File: src/design/power_seq_pkg.sv
// Constants and types shared by the low power mode sequencer
//
// Function
// - Hibernate request goes straight to hibernate
// - Hibernate switches off every internal regulator
// - Hibernate keeps only battery logic on 32 kHz
// - Hibernate wake takes 15 ms to 250 ms
// - Deep sleep needs both subsystem shutdown requests
// - Deep sleep stops PLL and crystal oscillator
// - Deep sleep cuts subsystems, lowers always-on supply
// - Deep sleep logic runs from 32 kHz clock
// - Network sleeps only when radio and coprocessor idle
// - Deep sleep exit takes under 3 ms
// - DTIM period whole beacons, changeable only as AP
// - Skip policy sleep up to 2 s
// - Timer wakes network subsystem before beacon
// - Pending data after beacon wakes processor
// - Connected station sleeps between beacon windows
// - Intermittent mode wakes on timer or GPIO
// - Intermittent wake sets up fresh connection
// - Init coprocessor, connect, communicate, rehibernate
package power_seq_pkg;

   // ********************************************
   // Timing
   // ********************************************
   localparam int CLK_MHZ           = 200;      // System clock rate
   localparam int HIB_WAKE_MIN_US   = 15000;    // Least hibernate wake time
   localparam int HIB_WAKE_MAX_US   = 250000;   // Longest hibernate wake time
   localparam int DS_EXIT_MAX_US    = 3000;     // Longest deep sleep exit
   localparam int BEACON_US_X10     = 1024000;  // Beacon interval, tenths of us
   localparam int SKIP_MAX_US       = 2000000;  // Longest skip-policy sleep
   localparam int SKIP_REC_US       = 500000;   // Recommended skip-policy bound
   // Cycle counts derived from the times
   localparam int HIB_WAKE_MIN_CYC  = HIB_WAKE_MIN_US * CLK_MHZ;
   localparam int HIB_WAKE_MAX_CYC  = HIB_WAKE_MAX_US * CLK_MHZ;
   localparam int DS_EXIT_CYC       = DS_EXIT_MAX_US * CLK_MHZ - 1;
   localparam int BEACON_CYC        = BEACON_US_X10 / 10 * CLK_MHZ;
   localparam int SKIP_MAX_CYC      = SKIP_MAX_US * CLK_MHZ;
   localparam int CNT_W             = 32;       // Timer width
   localparam int DTIM_W            = 8;        // DTIM period field width
   localparam logic [DTIM_W-1:0] DTIM_RESET = 8'h01; // Every beacon

   // ********************************************
   // Power states, one-hot
   // ********************************************
   typedef enum logic [7:0] {
      ST_ACTIVE    = 8'h01,   // Both subsystems running
      ST_DS_ENTER  = 8'h02,   // Stopping clocks and supplies
      ST_DEEP      = 8'h04,   // deep_sleep_state
      ST_DS_EXIT   = 8'h08,   // Restoring from deep sleep
      ST_HIBERNATE = 8'h10,   // Lowest power state
      ST_HIB_WAKE  = 8'h20,   // Regulators coming back
      ST_NET_INIT  = 8'h40,   // Coprocessor init and fresh connect
      ST_COMM      = 8'h80    // Intermittent communication window
   } pstate_t;

   // Reported power state
   typedef enum logic [1:0] {
      REP_ACTIVE = 2'h0,
      REP_DEEP   = 2'h1,
      REP_HIB    = 2'h2
   } rep_state_t;

   // Last wake source
   typedef enum logic [2:0] {
      WK_NONE   = 3'h0,
      WK_TIMER  = 3'h1,
      WK_GPIO   = 3'h2,
      WK_BEACON = 3'h3,
      WK_DATA   = 3'h4
   } wake_src_t;

   // Operating mode
   typedef enum logic [0:0] {
      MODE_CONNECTED    = 1'h0,
      MODE_INTERMITTENT = 1'h1
   } op_mode_t;

   // Power and clock controls to the chip
   typedef struct packed {
      logic pll_en;        // PLL running
      logic xtal_en;       // 40 MHz crystal running
      logic dcdc_en;       // DC/DC converter on
      logic ldo_en;        // LDOs on
      logic app_pwr_en;    // Application processor power
      logic net_pwr_en;    // Network subsystem power
      logic aon_low_v;     // Always-on domain at 0.9 V
      logic aon_slow_clk;  // Always-on logic on 32 kHz clock
   } pwr_ctl_t;

   // Status shown to the application processor
   typedef struct packed {
      rep_state_t state;
      wake_src_t  wake_src;
      logic       new_connect;  // Fresh association required
      logic       app_wake;     // Processor woken for data
      logic       net_wake;     // Network woken for beacon
   } seq_status_t;

endpackage

File: src/design/power_seq.sv
// Low power mode sequencer for a two-subsystem wireless microcontroller
`timescale 1ns/1ps
module power_seq #(
   parameter int HIB_WAKE_CYC = power_seq_pkg::HIB_WAKE_MIN_CYC,  // Hibernate wake time
   parameter int DS_EXIT_CYC  = power_seq_pkg::DS_EXIT_CYC,       // Deep sleep exit time
   parameter int BEACON_CYC   = power_seq_pkg::BEACON_CYC,        // Beacon interval
   parameter int SKIP_MAX_CYC = power_seq_pkg::SKIP_MAX_CYC       // Skip sleep ceiling
) (
   input  wire logic                         clk_sys,
   input  wire logic                         rst,
   input  wire logic                         hib_req,        // Hibernate request pin
   input  wire logic                         app_ds_req,     // App processor shutdown req
   input  wire logic                         radio_idle,     // Radio block idle
   input  wire logic                         net_cop_idle,   // network_coprocessor idle
   input  wire logic                         gpio_wake,      // External wake pin
   input  wire logic                         mode_sel,       // 1: intermittent operation
   input  wire logic                         ap_role,        // Device acts as access point
   input  wire logic [power_seq_pkg::DTIM_W-1:0] dtim_set,   // Requested DTIM period
   input  wire logic                         dtim_load,      // Apply requested DTIM period
   input  wire logic [power_seq_pkg::CNT_W-1:0] skip_sleep, // extended_beacon_skip_policy
   input  wire logic [power_seq_pkg::CNT_W-1:0] hib_period, // Intermittent sleep length
   input  wire logic                         beacon_rx,      // Beacon received (pulse)
   input  wire logic                         data_pending,   // Beacon flags pending data
   input  wire logic                         comm_done,      // All traffic finished
   input  wire logic                         net_ready,      // Init and connect finished
   output power_seq_pkg::pwr_ctl_t           pwr_ctl,        // Clock and supply controls
   output power_seq_pkg::seq_status_t        status,         // Readable status
   output logic [power_seq_pkg::DTIM_W-1:0]  dtim_period     // DTIM period in force
);
   import power_seq_pkg::*;

   // ********************************************
   // Functions
   // ********************************************
   // Clamp a requested sleep time to the skip-policy ceiling
   function automatic logic [CNT_W-1:0] clamp_sleep(input logic [CNT_W-1:0] v);
      logic [CNT_W-1:0] lim;
      lim = CNT_W'(SKIP_MAX_CYC);
      if (v == '0) begin
         clamp_sleep = CNT_W'(BEACON_CYC);
      end else if (v > lim) begin
         clamp_sleep = lim;
      end else begin
         clamp_sleep = v;
      end
   endfunction

   // Supply and clock pattern for a given state
   function automatic pwr_ctl_t ctl_for(input pstate_t s);
      pwr_ctl_t c;
      c = '{pll_en:1'b1, xtal_en:1'b1, dcdc_en:1'b1, ldo_en:1'b1,
            app_pwr_en:1'b1, net_pwr_en:1'b1, aon_low_v:1'b0, aon_slow_clk:1'b0};
      case (s)
         ST_DEEP: begin
            c.pll_en       = 1'b0;
            c.xtal_en      = 1'b0;
            c.app_pwr_en   = 1'b0;
            c.net_pwr_en   = 1'b0;
            c.aon_low_v    = 1'b1;
            c.aon_slow_clk = 1'b1;
         end
         ST_HIBERNATE: begin
            c              = '0;
            c.aon_slow_clk = 1'b1;
         end
         default: begin
            c = c;
         end
      endcase
      ctl_for = c;
   endfunction

   // Reported power state for a sequencer state, so status moves with pwr_ctl except in ST_HIB_WAKE, which still reports REP_HIB
   function automatic rep_state_t rep_for(input pstate_t s);
      case (s)
         ST_DEEP: begin
            rep_for = REP_DEEP;
         end
         ST_HIBERNATE, ST_HIB_WAKE: begin
            rep_for = REP_HIB;
         end
         default: begin
            rep_for = REP_ACTIVE;
         end
      endcase
   endfunction

   // ********************************************
   // Input synchronisers
   // ********************************************
   typedef struct packed {
      logic hib;
      logic app;
      logic radio;
      logic cop;
      logic gpio;
      logic beacon;
      logic pend;
      logic done;
      logic ready;
   } pins_t;

   pins_t pin_raw;    // Pin levels
   pins_t sync_a;     // First stage, read only by second stage
   pins_t sync_b;     // Second stage, safe to use

   assign pin_raw = '{hib:hib_req, app:app_ds_req, radio:radio_idle, cop:net_cop_idle,
                      gpio:gpio_wake, beacon:beacon_rx, pend:data_pending,
                      done:comm_done, ready:net_ready};

   // Two-flop synchroniser
   always_ff @(posedge clk_sys) begin
      if (rst) begin
         sync_a <= '0;
         sync_b <= '0;
      end else begin
         sync_a <= pin_raw;
         sync_b <= sync_a;
      end
   end

   // ********************************************
   // Sequencer state
   // ********************************************
   typedef struct packed {
      pstate_t           st;         // Power state
      logic [CNT_W-1:0]  cnt;        // Wake or exit delay count
      pwr_ctl_t          ctl;        // Registered supply controls
      seq_status_t       stat;       // Registered status
      logic [DTIM_W-1:0] dtim;       // DTIM period in force
      logic              beacon_d;   // Beacon level, last cycle
      logic              gpio_d;     // GPIO level, last cycle
      logic              tmr_load;   // Start sleep timer
      logic [CNT_W-1:0]  tmr_val;    // Sleep timer length
      logic              tmr_stop;   // Abandon sleep timer
   } seq_t;

   seq_t cur;        // Registered state
   seq_t next_cur;   // Next state

   logic tmr_expired;  // Sleep timer elapsed
   logic net_asleep;   // Whole network subsystem idle
   logic both_ds;      // Both subsystems ask for deep sleep
   logic beacon_rise;  // Beacon arrival
   logic gpio_rise;    // GPIO wake edge

   // Network subsystem idle only when both blocks are idle
   assign net_asleep  = sync_b.radio & sync_b.cop;
   assign both_ds     = sync_b.app & net_asleep;
   assign beacon_rise = sync_b.beacon & ~cur.beacon_d;
   assign gpio_rise   = sync_b.gpio & ~cur.gpio_d;

   // Sleep interval timer
   wake_timer #(
      .W (CNT_W)
   ) u_sleep_tmr (
      .clk_sys (clk_sys),
      .rst     (rst),
      .load    (cur.tmr_load),
      .value   (cur.tmr_val),
      .stop    (cur.tmr_stop),
      .expired (tmr_expired)
   );

   // ********************************************
   // Next-state logic
   // ********************************************
   always_comb begin
      next_cur          = cur;
      next_cur.tmr_load = 1'b0;
      next_cur.tmr_stop = 1'b0;
      next_cur.beacon_d = sync_b.beacon;
      next_cur.gpio_d   = sync_b.gpio;

      // DTIM period changes only in access point role
      if (dtim_load && ap_role && dtim_set != '0) begin
         next_cur.dtim = dtim_set;
      end

      case (cur.st)
         // Running: hibernate wins over deep sleep
         ST_ACTIVE: begin
            if (sync_b.hib) begin
               next_cur.st       = ST_HIBERNATE;
               next_cur.tmr_load = mode_sel;
               next_cur.tmr_val  = hib_period;
            end else if (both_ds) begin
               next_cur.st = ST_DS_ENTER;
            end else if (mode_sel == MODE_INTERMITTENT && sync_b.done) begin
               next_cur.st       = ST_HIBERNATE;
               next_cur.tmr_load = 1'b1;
               next_cur.tmr_val  = hib_period;
            end
         end
         // Arm the beacon timer, then drop clocks and supplies
         ST_DS_ENTER: begin
            next_cur.st            = ST_DEEP;
            next_cur.tmr_load      = 1'b1;
            next_cur.tmr_val       = clamp_sleep(skip_sleep);
            next_cur.stat.app_wake = 1'b0;
            next_cur.stat.net_wake = 1'b0;
         end
         // Asleep between beacons
         ST_DEEP: begin
            if (sync_b.hib) begin
               next_cur.st       = ST_HIBERNATE;
               next_cur.tmr_stop = 1'b1;
            end else if (tmr_expired) begin
               next_cur.st            = ST_DS_EXIT;
               next_cur.cnt           = CNT_W'(DS_EXIT_CYC);
               next_cur.stat.wake_src = WK_TIMER;
               next_cur.stat.net_wake = 1'b1;
            end else if (!both_ds) begin
               next_cur.st            = ST_DS_EXIT;
               next_cur.cnt           = CNT_W'(DS_EXIT_CYC);
               next_cur.stat.wake_src = WK_DATA;
               next_cur.tmr_stop      = 1'b1;
            end
         end
         // Clocks back within the exit bound, then check the beacon
         ST_DS_EXIT: begin
            if (cur.cnt != '0) begin
               next_cur.cnt = cur.cnt - CNT_W'(1);
            end else if (!cur.stat.net_wake) begin
               next_cur.st = ST_ACTIVE;
            end else if (beacon_rise) begin
               next_cur.stat.wake_src = WK_BEACON;
               if (sync_b.pend) begin
                  next_cur.st            = ST_ACTIVE;
                  next_cur.stat.app_wake = 1'b1;
               end else begin
                  next_cur.st = ST_DS_ENTER;
               end
            end
         end
         // Lowest power, wait for timer or GPIO
         ST_HIBERNATE: begin
            if (tmr_expired) begin
               next_cur.st            = ST_HIB_WAKE;
               next_cur.cnt           = CNT_W'(HIB_WAKE_CYC);
               next_cur.stat.wake_src = WK_TIMER;
            end else if (gpio_rise) begin
               next_cur.st            = ST_HIB_WAKE;
               next_cur.cnt           = CNT_W'(HIB_WAKE_CYC);
               next_cur.stat.wake_src = WK_GPIO;
               next_cur.tmr_stop      = 1'b1;
            end
         end
         // Regulators and clocks come back
         ST_HIB_WAKE: begin
            if (cur.cnt > CNT_W'(1)) begin
               next_cur.cnt = cur.cnt - CNT_W'(1);
            end else begin
               next_cur.st               = ST_NET_INIT;
               next_cur.stat.new_connect = 1'b1;
            end
         end
         // Coprocessor init and fresh association
         ST_NET_INIT: begin
            if (sync_b.ready) begin
               next_cur.st = ST_COMM;
            end
         end
         // Communicate, then return to hibernate
         ST_COMM: begin
            if (sync_b.done || sync_b.hib) begin
               next_cur.st               = ST_HIBERNATE;
               next_cur.stat.new_connect = 1'b0;
               next_cur.tmr_load         = 1'b1;
               next_cur.tmr_val          = hib_period;
            end
         end
         default: begin
            next_cur.st = ST_ACTIVE;
         end
      endcase

      next_cur.ctl        = ctl_for(next_cur.st);
      next_cur.stat.state = rep_for(next_cur.st);
   end

   // ********************************************
   // State register
   // ********************************************
   always_ff @(posedge clk_sys) begin
      if (rst) begin
         cur      <= '0;
         cur.st   <= ST_ACTIVE;
         cur.ctl  <= '{pll_en:1'b1, xtal_en:1'b1, dcdc_en:1'b1, ldo_en:1'b1,
                       app_pwr_en:1'b1, net_pwr_en:1'b1, aon_low_v:1'b0,
                       aon_slow_clk:1'b0};
         cur.dtim <= DTIM_RESET;
      end else begin
         cur <= next_cur;
      end
   end

   // Outputs straight from flip-flops
   assign pwr_ctl     = cur.ctl;
   assign status      = cur.stat;
   assign dtim_period = cur.dtim;
endmodule

File: src/design/wake_timer.sv
// Down counter that pulses once its load value has elapsed
`timescale 1ns/1ps
module wake_timer #(
   parameter int W = 32
) (
   input  wire logic         clk_sys,
   input  wire logic         rst,
   input  wire logic         load,     // Start a new count
   input  wire logic [W-1:0] value,    // Cycles to count
   input  wire logic         stop,     // Abandon the count
   output logic              expired   // One-cycle pulse at terminal count
);
   // ********************************************
   // State
   // ********************************************
   typedef struct packed {
      logic [W-1:0] count;    // Remaining cycles
      logic         running;  // Count in progress
      logic         expired;  // Terminal pulse
   } tmr_t;

   tmr_t cur;       // Registered state
   tmr_t next_cur;  // Next state

   // Next-state logic
   always_comb begin
      next_cur         = cur;
      next_cur.expired = 1'b0;
      if (stop) begin
         next_cur.running = 1'b0;
      end else if (load) begin
         next_cur.count   = value;
         next_cur.running = 1'b1;
      end else if (cur.running) begin
         if (cur.count <= W'(1)) begin
            next_cur.running = 1'b0;
            next_cur.expired = 1'b1;
         end else begin
            next_cur.count = cur.count - W'(1);
         end
      end
   end

   // State register
   always_ff @(posedge clk_sys) begin
      if (rst) begin
         cur <= '0;
      end else begin
         cur <= next_cur;
      end
   end

   assign expired = cur.expired;
endmodule

File: config.mk
export PLATFORM = sky130hd
export DESIGN_NAME = power_seq
export DESIGN_NICKNAME = d
export VERILOG_FILES = /design/src/design/power_seq_pkg.sv /design/src/design/power_seq.sv /design/src/design/wake_timer.sv
export SDC_FILE = /design/constraint.sdc
export NUM_CORES = 1
export LEC_CHECK = 0
export BUFFER_PORTS_ARGS = -buffer_cell sky130_fd_sc_hd__buf_2
export CORE_MARGIN = 2
export CORE_UTILIZATION = 43
export DETAILED_ROUTE_END_ITERATION = 8
export SKIP_LAST_GASP = 1
export SYNTH_ARGS = -nofsm -noshare
export SYNTH_HDL_FRONTEND = slang
export SYNTH_HIERARCHICAL = 1
export SYNTH_SLANG_ARGS = --single-unit
File: constraint.sdc
create_clock -name clk_sys -period 6.54 [get_ports clk_sys]
set_input_delay 0.981 -clock clk_sys [delete_from_list [all_inputs] [get_ports clk_sys]]
set_output_delay 0.981 -clock clk_sys [all_outputs]
set_load 0.03 [all_outputs]
* After elaboration in Yosys (flattened, before gate mapping)
Cells that the tools add are included.
** Operators by class
- $add $sub $neg :: 2
- Magnitude comparators :: 3
- Equal/unequal tests :: 26
- Multiplexer cells :: 61
- Bitwise gates (word level) :: 8
- Reductions and logical operators :: 25
** Operator list (count)
- $mux 32 :: 6
- $mux 33 :: 5
- $mux 40 :: 4
- $pmux 32 s4 :: 1
- $pmux 33 s3 :: 1
- $mux 8 :: 10
- $pmux 8 s8 :: 1
- $sub 32x1->32 const B :: 2
- $mux 34 :: 1
- $gt 32x1->1 const B :: 1
- $gt 32x29->1 const B :: 1
- $le 32x1->1 const B :: 1
- $logic_not 32->1 :: 1
- $reduce_bool 32->1 :: 1
- $mux 3 :: 8
- $ne 2x2->1 const B :: 10
- $eq 8x3->1 const B :: 2
- $eq 8x5->1 const B :: 2
- $eq 8x6->1 const B :: 2
- $mux 1 :: 13
- $pmux 3 s3 :: 1
- $reduce_and 3->1 :: 3
- $eq 8x1->1 const B :: 1
- $eq 8x2->1 const B :: 1
- other kinds (24) :: 46
** Word-level totals
- Flip-flop bits (word level) :: 152
- Input port bits :: 86
- Output and inout bits :: 24
- Logic and storage cells :: 167

* Longest topological paths before layout
- Depth in word-level cells :: 9
- Gate-level depth with buffers :: 10

* Modules after synthesis
Netlist, hierarchy kept.
** Modules (own cells, without submodules)
- power_seq :: times used 1, cells each 688, area each 5838.1 µm², sequential area each 2282.2 µm²
- wake_timer :: times used 1, cells each 299, area each 2417.3 µm², sequential area each 680.7 µm²

* Worst setup path after synthesis
OpenSTA, ideal clock, no wires.
- Path type :: input to register
- From :: input skip_sleep[29] (netlist name)
- To :: register cur[10] (netlist name)
- Library setup time :: 0.136 ns
- Arrival :: 2.728 ns
- Required time :: 6.404 ns
- Path slack :: 3.676 ns
- Cell stages on the path :: 7
- Path buffers :: 1
- Cell sequence :: or3_1 > or4_1 > nor3_2 > nor2_1 > clkbuf_1 > a32oi_1 > a211oi_2
** RTL lines
- start: declaration :: line power_seq.sv:20 : input wire logic [power_seq_pkg::CNT_W-1:0] skip_sleep,

* Final worst setup path
- From :: register u_sleep_tmr/cur[18] (netlist name)
- To :: register u_sleep_tmr/cur[14] (netlist name)
** Between the ends
- Word-level cells in the longest chain between the ends :: 3
** Ends and longest elaborated chain
- start: declaration :: line wake_timer.sv:22 : tmr_t cur;
- start signal: assignment :: line wake_timer.sv:49 : cur <= next_cur;
- $le 32x1->1 :: line wake_timer.sv:35 : if (cur.count <= W'(1)) begin
- $ne 2x2->1 (no line)
- $reduce_and 3->1 (no line)
Every way passes these cells.
A chain may end at the register's enable or synchronous reset.

==> impl_metrics.json <==
{
  "setup_tns_ns": 0,
  "initial_utilization_pct": 44.0,
  "grt.total_usage_pct": 25.1,
  "synthArstFlopShare_pct": 0,
  "cts-htree-levels": 4,
  "die_h_um": 143,
  "worstPathCellList": "nor4_1, nand4_1, o31ai_4, nand2_1, a311oi_1",
  "path_class": "reg2reg",
  "core_area_um2": 18800,
  "gp_congestion": 0.901,
  "hold_depth": 1,
  "synth_cell_types": 81,
  "clock-sinks": 148,
  "run_status": "finished clean",
  "path_buf_inv": 0,
  "worstReg2RegEnd": "u_sleep_tmr/cur[14]$_SDFFE_PP0P_",
  "setup_viol": 0,
  "arrival_ns": 3.89,
  "relSlewSlack_pct": 23.6,
  "cts_resized": 0,
  "clk_pin_slew_ns": 0.06,
  "slowest_delay_ns": 1.03,
  "wl_per_cell_um": 19.9,
  "crit_cells": 5,
  "fmaxAchievable_mhz": 281,
  "wirelength_um": 25600,
  "drt_first_pass_iters": 5,
  "min_path_type": "reg2reg",
  "rsz0062_at_grt": "false",
  "p_switching_w": 0.000701,
  "swShare_pct": 30.4,
  "ant_nets": 0,
  "dp_hpwl_um": 18100,
  "overflow": 0,
  "synth_seq_cells": 148,
  "power_frac_comb_pct": 16.0,
  "worstPathMaxFanout": 23,
  "whs_endpoint": "sync_b[5]$_SDFF_PP0_",
  "post_cts_buffers": 0,
  "hold_viol": 0,
  "required_ns": 6.88,
  "cts-root-buf": "clkbuf_16",
  "clock_power_share_pct": 41.9,
  "design.portCount": 110,
  "antenna_found_initial": 0,
  "cts_inserted_buffers": 17,
  "cp_slowest_cell": "o31ai_4",
  "syn_avg_cell_area_um2": 8.36,
  "layout_commonest_cell": "dfxtp_1",
  "cts_tree": "yes",
  "tightest_slew_ns": 1.13,
  "synth_nets": 1077,
  "yosysWarnings": 6,
  "synth_top_flop_cell": "dfxtp_1",
  "holdBufCountCts": 0,
  "die_w_um": 143,
  "r2r-start": "u_sleep_tmr/cur[18]$_SDFFE_PP0P_",
  "max_cap_viol_count": 0,
  "netlist_area_um2": 8260,
  "die_area_um2": 20300,
  "vias": 8050,
  "internal_power_w": 0.00161,
  "io_buffer_count": 109,
  "layout.nets": 1131,
  "yosysSeqAreaShare_pct": 35.9,
  "grt_start_max_net_pins": 57,
  "period_share_pct": 54.3,
  "maxSlewViolCount": 0,
  "syn_inst": 987,
  "final_cell_mix": "dfxtp_1, buf_2, nor2_1",
  "seqPwrFrac_pct": 42.1,
  "power_density_nw_per_um2": 251,
  "r2r_cells": 5,
  "place_area_um2": 8630,
  "cp_top_family": "simple AND/OR/NAND/NOR gates",
  "reg2reg_slack_ns": 2.99,
  "end_kind": "register",
  "skew_ns": 0.00827,
  "cts.path.max_buffers": 2,
  "leakage_nw": 3.51,
  "fin_crit_ns": 3.55,
  "hold_start": "sync_a[5]$_SDFF_PP0_",
  "drtIter0Drc": 671,
  "grt_pass1_wl_um": 40300,
  "row_count": 50,
  "drive_above_1_share_pct": 18.5,
  "grt_pass1_vias": 7500,
  "fin_area_um2": 9200,
  "diodes": 0,
  "ir_drop_uv": 171,
  "clock_latency_ns": 0.43,
  "startpoint_type": "register",
  "synth_enable_flop_cells": 0,
  "hold_slack_ns": 0.434,
  "area_growth_pct": 11.4,
  "drc": 0,
  "via_per_inst": 6.25
}
## Yosys cell counts (all sizes together) (26+ instances only)
master	count	area, um^2
dfxtp	148	2960
nor2	86	325
nand2	71	269
a21oi	69	345
o21ai	48	244
buf	47	352
nor3	42	236
nor4	40	305
clkbuf	38	203
nor2b	33	206
nand3	26	140
## flip-flops by register name, summed over array words and instances (netlist names)
register,flops
cur,76
u_sleep_tmr/cur,33
sync_a,9
dtim_period,8
status,8
sync_b,7
pwr_ctl,4
next_cur,2
u_sleep_tmr/expired,1
## logic make-up after synthesis
family / after synthesis / share of synthesized area [%]
fa+ha+maj: 4 / 0.606
mux: 12 / 1.46
flops: 148 / 35.9
simple gates: 411 / 27.7
compound gates: 302 / 26.1
buf+inv: 105 / 7.71
xor+xnor: 5 / 0.531
## stage by stage
stage / instances / util (%) / worst slack (ns) / total power, W
CTS: 1288 / 49.0 / 3.08 / 0.00232
global route: 1288 / 49.0 / 2.77 / 0.00240
detailed placement: 1256 / 46.0 / 3.09 / 0.00136
finish: 1288 / 49.0 / 2.99 / 0.00231
floorplan: 987 / - / 3.68 / 0.00125
global placement: 1256 / 46.0 / 3.24 / 0.00135
## power groups by stage
stage,clock (W),combinational (W),sequential [W]
floorplan,0,0.000275,0.000975
detailed placement,0,0.000364,0.000992
finish,0.000967,0.000369,0.000973
CTS,0.000984,0.000366,0.000973
global placement,0,0.000362,0.000992
global route,0.00102,0.000405,0.000976
## metal layers
metal | GRT usage (%) | routed length [um]
met1 | 31.2 | 11000
met2 | 42.5 | 12300
met3 | 4.81 | 1360
met4 | 10.7 | 965
met5 | 0 | 0
## final cells by class
type / count / area, um^2
flip-flops and latches: 148 / 2960
inverters: 19 / 71.3
repair buffers: 121 / 638
multi-input cells: 734 / 4660
clock buffers: 18 / 429
well taps: 234 / 293
clock inverters: 14 / 144
fillers: 1872 / 9570
## worst max-delay path by stage
stage	from	endpoint	slack [ns]
2_1_floorplan	skip_sleep[29]	cur[10]$_SDFFE_PP0P_	3.68
3_3_place_gp	skip_sleep[29]	cur[4]$_SDFFE_PP0P_	3.24
3_5_place_dp	u_sleep_tmr/cur[18]$_SDFFE_PP0P_	u_sleep_tmr/cur[14]$_SDFFE_PP0P_	3.09
4_1_cts	u_sleep_tmr/cur[18]$_SDFFE_PP0P_	u_sleep_tmr/cur[14]$_SDFFE_PP0P_	3.08
5_1_grt	u_sleep_tmr/cur[18]$_SDFFE_PP0P_	u_sleep_tmr/cur[8]$_SDFFE_PP0P_	2.77
6_report	u_sleep_tmr/cur[18]$_SDFFE_PP0P_	u_sleep_tmr/cur[14]$_SDFFE_PP0P_	2.99
(Power assumes the default switching activity.)
